**config.mk**
```make
export PLATFORM = sky130hd
export DESIGN_NAME = slt_stairway_light_switch
export DESIGN_NICKNAME = d
export VERILOG_FILES = /design/src/slt_pkg.sv /design/src/slt_stairway_light_switch.sv
export SDC_FILE = /design/constraint.sdc
export NUM_CORES = 1
export LEC_CHECK = 0
export BUFFER_PORTS_ARGS = -buffer_cell sky130_fd_sc_hd__buf_2
export CORE_MARGIN = 3
export CORE_UTILIZATION = 54
export CTS_CLUSTER_SIZE = 40
export DETAILED_ROUTE_END_ITERATION = 7
export MAX_ROUTING_LAYER = met4
export PLACE_DENSITY = 0.81
export SYNTH_ARGS = -nofsm -noshare
export SYNTH_HDL_FRONTEND = slang
export SYNTH_SLANG_ARGS = --single-unit
```
**constraint.sdc**
```tcl
create_clock -name clock_in -period 4.3 [get_ports clock_in]
set_input_delay 0.43 -clock clock_in [delete_from_list [all_inputs] [get_ports clock_in]]
set_output_delay 0.43 -clock clock_in [all_outputs]
set_load 0.01 [all_outputs]
```
**src/slt_pkg.sv**
```systemverilog
package slt_pkg;

  // Time base: one count of an interval is 10 ms.
  localparam int unsigned CLK_HZ        = 125_000_000;
  localparam int unsigned TICK_MS       = 10;
  localparam int unsigned TICK_CYCLES   = CLK_HZ / 1000 * TICK_MS;

  // Interval range in 10 ms units: 10 ms up to 999:59:59.990.
  localparam int unsigned IVL_W         = 29;
  localparam logic [IVL_W-1:0] IVL_MIN  = 29'h0000001;
  localparam logic [IVL_W-1:0] IVL_MAX  = 29'h157529ff;
  localparam logic [IVL_W-1:0] IVL_ZERO = 29'h0000000;

  typedef enum logic [2:0] {
    SLT_IDLE  = 3'h0,
    SLT_ARMED = 3'h1,
    SLT_HOLD  = 3'h2,
    SLT_GAP   = 3'h3,
    SLT_REON  = 3'h4
  } slt_state_t;

  // The three interval settings, each in 10 ms units.
  typedef struct packed {
    logic [IVL_W-1:0] hold_time;
    logic [IVL_W-1:0] gap_time;
    logic [IVL_W-1:0] rehold_time;
  } slt_cfg_t;

  // Published running value: phase and elapsed count within it.
  typedef struct packed {
    slt_state_t       phase;
    logic [IVL_W-1:0] elapsed;
  } slt_value_t;

endpackage

```
**src/slt_stairway_light_switch.sv**
```systemverilog
`timescale 1ns/1ns
module slt_stairway_light_switch #(
  parameter int unsigned TICK_CYCLES = slt_pkg::TICK_CYCLES
) (
  // Clock and reset
  input  wire logic             clock_in,
  input  wire logic             rst_in,
  // Block inputs, from outside the clock domain
  input  wire logic             trigger_in,
  input  wire logic             clear_in,
  // Interval settings
  input  wire slt_pkg::slt_cfg_t cfg_in,
  // Block outputs
  output logic                  switch_out,
  output slt_pkg::slt_value_t   value_out
);

  ////////////////////////////////////////////////////////////////////////////
  // Elaboration checks.

  // A prescaler of zero cycles cannot mark a time unit, so it is refused.
  if (TICK_CYCLES < 1) begin : g_tick_check
    $error("TICK_CYCLES must be at least one");
  end

  // The prescaler counts from zero up to one below the unit length.
  localparam int unsigned TW = $clog2(TICK_CYCLES + 1);

  ////////////////////////////////////////////////////////////////////////////
  // Input synchronisers; the first stage feeds only the second.
  // Both block inputs come from outside the clock domain.
  // The edge detector starts at the idle low level of the trigger,
  // so no false rising edge follows reset.
  // Each input reaches the sequencer two cycles after it is sampled.

  logic [1:0] trg_sync_r;
  logic [1:0] trg_sync_nxt;
  logic [1:0] clr_sync_r;
  logic [1:0] clr_sync_nxt;
  logic       trg_last_r;
  logic       trg_last_nxt;

  always_comb begin
    trg_sync_nxt = {trg_sync_r[0], trigger_in};
    clr_sync_nxt = {clr_sync_r[0], clear_in};
    trg_last_nxt = trg_sync_r[1];
  end

  always_ff @(posedge clock_in) begin
    if (rst_in) begin
      trg_sync_r <= 2'h0;
      clr_sync_r <= 2'h0;
      trg_last_r <= 1'b0;
    end else begin
      trg_sync_r <= trg_sync_nxt;
      clr_sync_r <= clr_sync_nxt;
      trg_last_r <= trg_last_nxt;
    end
  end

  logic trg_rise;
  logic trg_fall;
  logic clr_lvl;
  assign trg_rise = trg_sync_r[1] & ~trg_last_r;
  assign trg_fall = ~trg_sync_r[1] & trg_last_r;
  assign clr_lvl  = clr_sync_r[1];

  ////////////////////////////////////////////////////////////////////////////
  // Sequencer.
  // The prescaler marks each 10 ms unit and the elapsed count adds units.
  // A phase ends on the unit tick that brings elapsed up to its limit.
  // The limit is read live, so a setting changed mid-phase takes effect
  // at once; a user who needs a fixed phase must hold the settings still.
  // Clear has the highest priority, then a rising trigger edge, which
  // restarts the sequence from any phase with the lamp lit.
  // A falling edge only counts while the sequence waits for it.

  slt_pkg::slt_state_t           state_r;
  slt_pkg::slt_state_t           state_nxt;
  logic [TW-1:0]                 tick_r;
  logic [TW-1:0]                 tick_nxt;
  logic [slt_pkg::IVL_W-1:0]     elapsed_r;
  logic [slt_pkg::IVL_W-1:0]     elapsed_nxt;
  logic                          out_r;
  logic                          out_nxt;
  logic [slt_pkg::IVL_W-1:0]     limit;
  logic                          tick_done;
  logic                          ivl_done;

  // Settings below the minimum are treated as one unit so a phase never
  // collapses to zero length.
  function automatic logic [slt_pkg::IVL_W-1:0] clamp(input logic [slt_pkg::IVL_W-1:0] v);
    if (v < slt_pkg::IVL_MIN) begin
      return slt_pkg::IVL_MIN;
    end else if (v > slt_pkg::IVL_MAX) begin
      return slt_pkg::IVL_MAX;
    end
    return v;
  endfunction

  always_comb begin
    case (state_r)
      slt_pkg::SLT_HOLD: limit = clamp(cfg_in.hold_time);
      slt_pkg::SLT_GAP:  limit = clamp(cfg_in.gap_time);
      slt_pkg::SLT_REON: limit = clamp(cfg_in.rehold_time);
      default:           limit = slt_pkg::IVL_MIN;
    endcase
    tick_done = (tick_r == TW'(TICK_CYCLES - 1));
    ivl_done  = tick_done && (elapsed_r + slt_pkg::IVL_MIN >= limit);
  end

  always_comb begin
    state_nxt   = state_r;
    out_nxt     = out_r;
    tick_nxt    = tick_r;
    elapsed_nxt = elapsed_r;
    if (clr_lvl) begin
      state_nxt   = slt_pkg::SLT_IDLE;
      out_nxt     = 1'b0;
      tick_nxt    = '0;
      elapsed_nxt = slt_pkg::IVL_ZERO;
    end else if (trg_rise) begin
      state_nxt   = slt_pkg::SLT_ARMED;
      out_nxt     = 1'b1;
      tick_nxt    = '0;
      elapsed_nxt = slt_pkg::IVL_ZERO;
    end else if (trg_fall && state_r == slt_pkg::SLT_ARMED) begin
      state_nxt   = slt_pkg::SLT_HOLD;
      tick_nxt    = '0;
      elapsed_nxt = slt_pkg::IVL_ZERO;
    end else begin
      case (state_r)
        slt_pkg::SLT_HOLD, slt_pkg::SLT_GAP, slt_pkg::SLT_REON: begin
          tick_nxt = tick_done ? '0 : tick_r + TW'(1);
          if (tick_done) begin
            elapsed_nxt = elapsed_r + slt_pkg::IVL_MIN;
          end
          if (ivl_done) begin
            tick_nxt    = '0;
            elapsed_nxt = slt_pkg::IVL_ZERO;
            case (state_r)
              slt_pkg::SLT_HOLD: begin
                state_nxt = slt_pkg::SLT_GAP;
                out_nxt   = 1'b0;
              end
              slt_pkg::SLT_GAP: begin
                state_nxt = slt_pkg::SLT_REON;
                out_nxt   = 1'b1;
              end
              default: begin
                state_nxt = slt_pkg::SLT_IDLE;
                out_nxt   = 1'b0;
              end
            endcase
          end
        end
        default: begin
          tick_nxt = '0;
        end
      endcase
    end
  end

  always_ff @(posedge clock_in) begin
    if (rst_in) begin
      state_r   <= slt_pkg::SLT_IDLE;
      out_r     <= 1'b0;
      tick_r    <= '0;
      elapsed_r <= slt_pkg::IVL_ZERO;
    end else begin
      state_r   <= state_nxt;
      out_r     <= out_nxt;
      tick_r    <= tick_nxt;
      elapsed_r <= elapsed_nxt;
    end
  end

  ////////////////////////////////////////////////////////////////////////////
  // Value output is registered every cycle so readers see a steady word.
  // The word trails the sequencer by one cycle; that lag was traded for
  // a clean flip-flop output toward the panel and the comparator.
  // Phase and elapsed are taken together, so a reader never sees a count
  // of one phase beside the code of another.

  slt_pkg::slt_value_t value_r;
  slt_pkg::slt_value_t value_nxt;

  always_comb begin
    value_nxt.phase   = state_r;
    value_nxt.elapsed = elapsed_r;
  end

  always_ff @(posedge clock_in) begin
    if (rst_in) begin
      value_r <= '0;
    end else begin
      value_r <= value_nxt;
    end
  end

  ////////////////////////////////////////////////////////////////////////////
  // Outputs.
  // The lamp output comes straight from its flip-flop, free of glitches.

  assign switch_out = out_r;
  assign value_out  = value_r;

endmodule // slt_stairway_light_switch

```
==> results.md, run 1 <==
* RSZ-0062 raised after global routing: no
* Multi-input gate area at roughly 3800 sq um
* Hold Fails Final Rpt at 0
* Placed Instance Area at 6520 sq um
* Routed length per placed instance at 19.3 um
* Max-slew violations at 0
* CTS Buf Count at 9
* Initial Utilization at 0.557
* Critical Path Stages at 12
* Clock buffer depth at 2
* Leak Pwr at 2.65 nW
* #FFs+latches synth at between 90 and 100
* Post-CTS setup buffers at 0
* Std-Cell Rows at 37
* Total grt overflow at 0
* Worst-skew pair later-pin latency at 0.38 ns
* Largest delay share family, worst path: simple AND/OR/NAND/NOR gates
* Max cap viols at 0
* Final Critical Period at ~4.0 ns
* Kind of critical path: flop to flop
* Number of top-level design ports at 124
* Routability congestion estimate at 1.01
* Syn. warnings at 0
* Number of global-route vias before repair at 5585
* R2r setup slk at 0.33 ns
* Outcome: completed
* Die Height at 109 um
* Hpwl dp at 14.5 mm
* H-tree depth at 3
* CP Cell Sequence: nor3b_1, o21ai_0, nor2_1, a222oi_1, ha_1, nand4_1, nor4_1, o21ai_0, o2111a_1, buf_12, o41ai_2, a21oi_1
* CP max stage cell: nor2_1
* Slew headroom at 0.144
* Hold buffers post-CTS at 0
* Via density at 6.22
* Req. time, crit path at 4.57 ns
* Total core area at 10400 sq um
* Reg2reg start: state_r[2]
* Setup slack at placement at -0.0939 ns
* Initial antenna violation count at 0
* Syn Std Cell Area at approximately 5800 sq um
* Peak supply drop at 0.000306 V
* First-pass iteration count of the detailed router at 7
* Final nets at 935
* Top FF cell, synth: dfxtp_1
* Drt total wl at 18.4 mm
* First-pass GRT wire length at 28.4 mm
* Synth area leaders: dfxtp_1 32%, ha_1 6.7%, nor2b_1 4.5%, xnor2_1 4.1%, nor2_1 3.6%
* Worst EP arrival at 4.24 ns
* CTS tree: built
* Critical Path Most Common Cell: o21ai_0
* Fraction of the yosys area taken by sequential cells at 0.315
* Design Power at between 1.5 and 2 mW
* Reg2Reg Depth at 12
* Crit path buf inv count at 1
* Synth Area per Inst at 8.25 sq um
* CP endpoint: state_r[1]
* DRC at 0
* Final Cell Area at 6770 sq um
* Dominant cell type by area after synthesis: dfxtp_1
* CTS root buffer: clkbuf_8
* Overall routing resource usage at 0.311
* Post-route ant nets at 0
* Area Growth Syn to Fin at 17.0%
* Fillers at 856
* Largest stage delay, worst path at 0.58 ns
* Synth cell types at 57
* Clock edge transition at the registers on the reported setup and hold paths at roughly 0.1 ns
* I/O Buffers at between 100 and 150
* Syn nets at 823
* RR Endpoint: state_r[1]
* Async S/R FF share, synth at 0
* Hold Path Class: input port to flop
* Final Setup Violations at 0
* Final WS setup at 0.326 ns
* Synth top area share at 0.315
* Worst Clk Skew at 0.0164 ns
* Die area at 12000 sq um
* Fin crit share at 0.924
* Initial drt markers at about 500
* Ratio of cells with drive above 1 in the final layout at 0.222
* Hold WS at 0.268 ns
* Worst Setup End Kind: flop
* CP max FO at 25
* Vias post-DR at about 5.9k
* CP Launch Point: state_r[2]
* Gate Count Post-Synth at 701
* Post-synth EDFFs at 0
* CTS resizes at 0
* Critical Path Start Type: flop
* Slew @ Worst Pin at 1.28 ns
* Antenna Cells at 0
* Cell Pwr Density at 235 nW/um^2
* Maximum clock rate at 0.252 GHz
* Die W at 109 um
* Largest net degree at the start of global routing at 39
* TritonCTS Sinks at 91
* Register area at 1820 sq um
==> layout by cell type (no fill, tap or decap), drive strengths merged, types with 14 or more instances in the layout <==
master | synthesis | routed
and3 | 17 | 17
dfxtp | 91 | 91
nor4 | 26 | 26
ha | 31 | 31
nand4 | 25 | 25
and4 | 14 | 14
nor3 | 20 | 20
buf | 8 | 137
nand2 | 43 | 43
o21ai | 35 | 35
inv | 13 | 17
nand3 | 21 | 21
xor2 | 17 | 17
xnor2 | 27 | 27
o21a | 16 | 16
nor2b | 42 | 42
nor2 | 55 | 55
a21oi | 39 | 40
==> cell families (layout without fill, tap and decap cells) <==
family,Yosys count,in the layout,share of synthesized area
flip-flops,91,91,0.315
AO/OA/AOI/OAI,175,176,0.214
AND/OR/NAND/NOR,309,309,0.298
XOR/XNOR,44,44,0.0667
buffers and inverters,51,167,0.0392
adder cells (fa/ha/maj),31,31,0.0671
==> flip-flops by register name, summed over array words and instances, names as in the netlist <==
signal	flops
clr_sync_r	2
elapsed_r	29
state_r	3
switch_out	1
tick_r	21
trg_last_r	1
trg_sync_r	2
value_out	32
==> worst min-delay path by stage <==
stage	from	end	slack [ns]	cells after the start
finish	clear_in	clr_sync_r[0]	0.27	2
global route	clear_in	clr_sync_r[0]	0.29	2
CTS	clear_in	clr_sync_r[0]	0.27	2
detailed placement	clr_sync_r[0]	clr_sync_r[1]	0.44	1
global placement	clr_sync_r[0]	clr_sync_r[1]	0.44	1
floorplan	clr_sync_r[0]	clr_sync_r[1]	0.41	1
==> power breakdown <==
part | switching, mW | internal (mW)
Combinational | 0.101 | 0.0604
Sequential | 0.00233 | 0.845
Clock | 0.347 | 0.231
==> layout make-up <==
cell class,instances,share of cell area
multi-input cells,560,0.558
flip-flops and latches,91,0.269
repair buffers,137,0.110
well taps,136,0.0252
clock buffers,9,0.0183
clock inverters,7,0.0117
inverters,14,0.00777
==> synth_stat cells, types with 7 or more instances <==
library cell	count
or2_2	7
nor3_1	18
and4_1	14
xor2_1	17
and2_1	9
nor4_1	24
clkbuf_1	29
xnor2_1	27
o21ai_0	34
o211ai_1	8
ha_1	31
o21a_1	16
dfxtp_1	91
nand2_1	42
inv_1	13
o21bai_1	8
nand3_1	21
nor2_1	55
nand2b_1	7
a222oi_1	10
nor2b_1	42
a21oi_1	38
and3_1	17
a221oi_1	12
nand4_1	25
o22ai_1	13
or3_1	12
==> per-layer routing <==
layer  vias up  routed length (um)  track usage
li1       2847                   -            -
met1      2769                7700        0.396
met2       281                8670        0.498
met3        40                1590       0.0558
met4         0                 422        0.105
met5         -                   0            -
==> metrics by stage <==
| stage | cells | util | TNS (ns) |
|---|---|---|---|
| after floorplan | 701 | - | 0 |
| after global placement | 937 | 0.629 | 0 |
| after detailed placement | 937 | 0.629 | -0.723 |
| after CTS | 953 | 0.649 | 0 |
| after global routing | 954 | 0.652 | 0 |
| final | 954 | 0.652 | 0 |
Note: power is estimated with default switching activity, not from simulation.
==> run 2: changes to the inputs <==
- CELL_PAD_IN_SITES_DETAIL_PLACEMENT: unset -> 0
- CELL_PAD_IN_SITES_GLOBAL_PLACEMENT: unset -> 1
- CORE_MARGIN: 3 -> 5
- CORE_UTILIZATION: 54 -> 41
- PLACE_DENSITY: 0.81 -> 0.83
- RECOVER_POWER: unset -> 100
==> results.md, run 2 (synthesized netlist as in run 1, its figures left out) <==
* Max reg flops at 32
* Reg2Reg Depth at 15
* Hold Fails Final Rpt at 0
* Post-route ant nets at 0
* Ratio of cells with drive above 1 in the final layout at 0.195
* Fillers at 1406
* Peak supply drop at approximately 0.00030 V
* RR Endpoint: elapsed_r[27]
* Placed Instance Area at 6720 sq um
* RSZ-0062 raised after global routing: no
* Routability congestion estimate at 0.935
* Final nets at about 950
* Kind of critical path: flop to flop
* Vias post-DR at 6049
* Overall routing resource usage at 0.243
* Final Setup Violations at 0
* Die W at 129 um
* Max-slew violations at 39
* Maximum clock rate at 0.254 GHz
* Most frequent cells in the layout: 91 x dfxtp_1, 89 x buf_2, 54 x nor2_1
* Worst hold stages at 2
* Max cap viols at 1
* First-pass GRT wire length at 31.1 mm
* Design Power at roughly 1.8 mW
* Initial drt markers at around 680
* Critical Path Start Type: flop
* Outcome: complete, but fails checks
* Final Critical Period at 3.94 ns
* Drt total wl at roughly 20 mm
* Hpwl dp at 15.6 mm
* DRC at 0
* H-tree depth at 3
* Post-CTS setup buffers at 0
* Total grt overflow at 0
* Largest net degree at the start of global routing at 39
* Clock edge transition at the registers on the reported setup and hold paths at 0.07 ns
* Initial Utilization at 0.416
* Failing checks: capacitance limit, slew limit
* Req. time, crit path at 4.58 ns
* Slew @ Worst Pin at 1.69 ns
* Worst Setup End Kind: flop
* CTS root buffer: clkbuf_16
* Worst Clk Skew at 0.00637 ns
* Total core area at 13900 sq um
* I/O Buffers at 123
* Slew headroom at -0.127
* Worst-skew pair later-pin latency at 0.34 ns
* R2r setup slk at 0.36 ns
* Number of global-route vias before repair at 5877
* Hold Path End: clr_sync_r[0]
* Reg2reg start: elapsed_r[0]
* Via density at 5.95
* Most common cell after layout, fill and taps aside: dfxtp_1
* Number of top-level design ports at between 100 and 150
* Clock buffer depth at 2
* Initial antenna violation count at 0
* TNS Setup at 0 ns
* Worst EP arrival at 4.22 ns
* Area Growth Syn to Fin at 21.0%
* First-pass iteration count of the detailed router at 8
* Die area at 16600 sq um
* Std-Cell Rows at 43
* Final Cell Area at 6990 sq um
* CP max FO at 9
* HP Start: clear_in
* CTS Buf Count at 9
* Hold Path Class: input port to flop
* Fin crit share at 0.916
* Die Height at 129 um
* Leak Pwr at 2.64 nW
* CTS tree: built
* TritonCTS Sinks at 91
* Cell Pwr Density at 261 nW/um^2
* Antenna Cells at 0
* Routed length per placed instance at slightly below 20 um
==> run 2: changes by cell type in the layout (fill, tap and decap cells not counted), sizes merged <==
cell      previous run  this run
a21oi               40        39
buf                137       121
bufinv               0         1
clkbuf               9        46
clkinv               4         3
clkinvlp             0         1
inv                 17        14
==> run 2: layout make-up <==
cell class                 count  area, sq um  area share
clock inverter                 5         60.1     0.00859
inverter                      14         52.6     0.00751
sequential                    91         1820       0.260
timing repair buffer         156          842       0.120
tap                          180          225      0.0322
clock buffer                  11          253      0.0361
multi-input combinational    559         3740       0.535
==> run 2: how the worst max path moves through the flow <==
stage / to / slack (ns) / from
after floorplan: elapsed_r[11] / 0.53 / cfg_in[85]
after global placement: switch_out / 0.11 / cfg_in[85]
after detailed placement: elapsed_r[8] / 0.09 / cfg_in[85]
after CTS: elapsed_r[27] / 0.27 / state_r[2]
after global routing: elapsed_r[11] / 0.01 / elapsed_r[0]
final: elapsed_r[27] / 0.36 / elapsed_r[0]
==> run 2: repair_timing <==
action / CTS / global route
resized for setup: 0 / 2
endpoints found under the hold margin: 0 / 0
setup endpoints to repair: 0 / 32
hold buffers: 0 / 0
==> run 2: per-stage QoR <==
step                hold WS [ns]  std cells  worst slack, ns   util
floorplan                  0.414        701            0.525      -
global placement           0.417       1000            0.108  0.484
detailed placement         0.431       1000           0.0862  0.484
CTS                        0.286       1016            0.273  0.507
global route               0.309       1016           0.0135  0.504
finish                     0.294       1016            0.363  0.504
==> run 2: layer usage <==
metal / GRT usage / part of all wire / wire length, um / up-vias
li1: - / - / - / 2885
met2: 0.387 / 0.45 / 8920 / 307
met5: - / 0 / 0 / -
met4: 0.0920 / 0.037 / 729 / 0
met3: 0.0452 / 0.083 / 1660 / 49
met1: 0.306 / 0.43 / 8550 / 2808
==> run 2: worst max-delay path, cell delays in order, from the launching register on <==
cell	delay [ns]
dfxtp_1	0.51
ha_1	0.28
nand3_1	0.23
nor4bb_1	0.34
buf_4	0.23
nand2_2	0.11
nor3_1	0.20
xor2_1	0.27
ha_1	0.31
and4_1	0.22
a221oi_1	0.26
buf_4	0.18
o2111ai_1	0.20
a21oi_2	0.19
buf_4	0.17
a32o_1	0.18
==> run 2: report_power, final <==
group | total [mW] | leakage (nW) | switching [mW] | internal, mW
Sequential | 0.848 | 0.734 | 0.00244 | 0.846
Clock | 0.811 | 0.152 | 0.328 | 0.484
Combinational | 0.169 | 1.76 | 0.105 | 0.0638
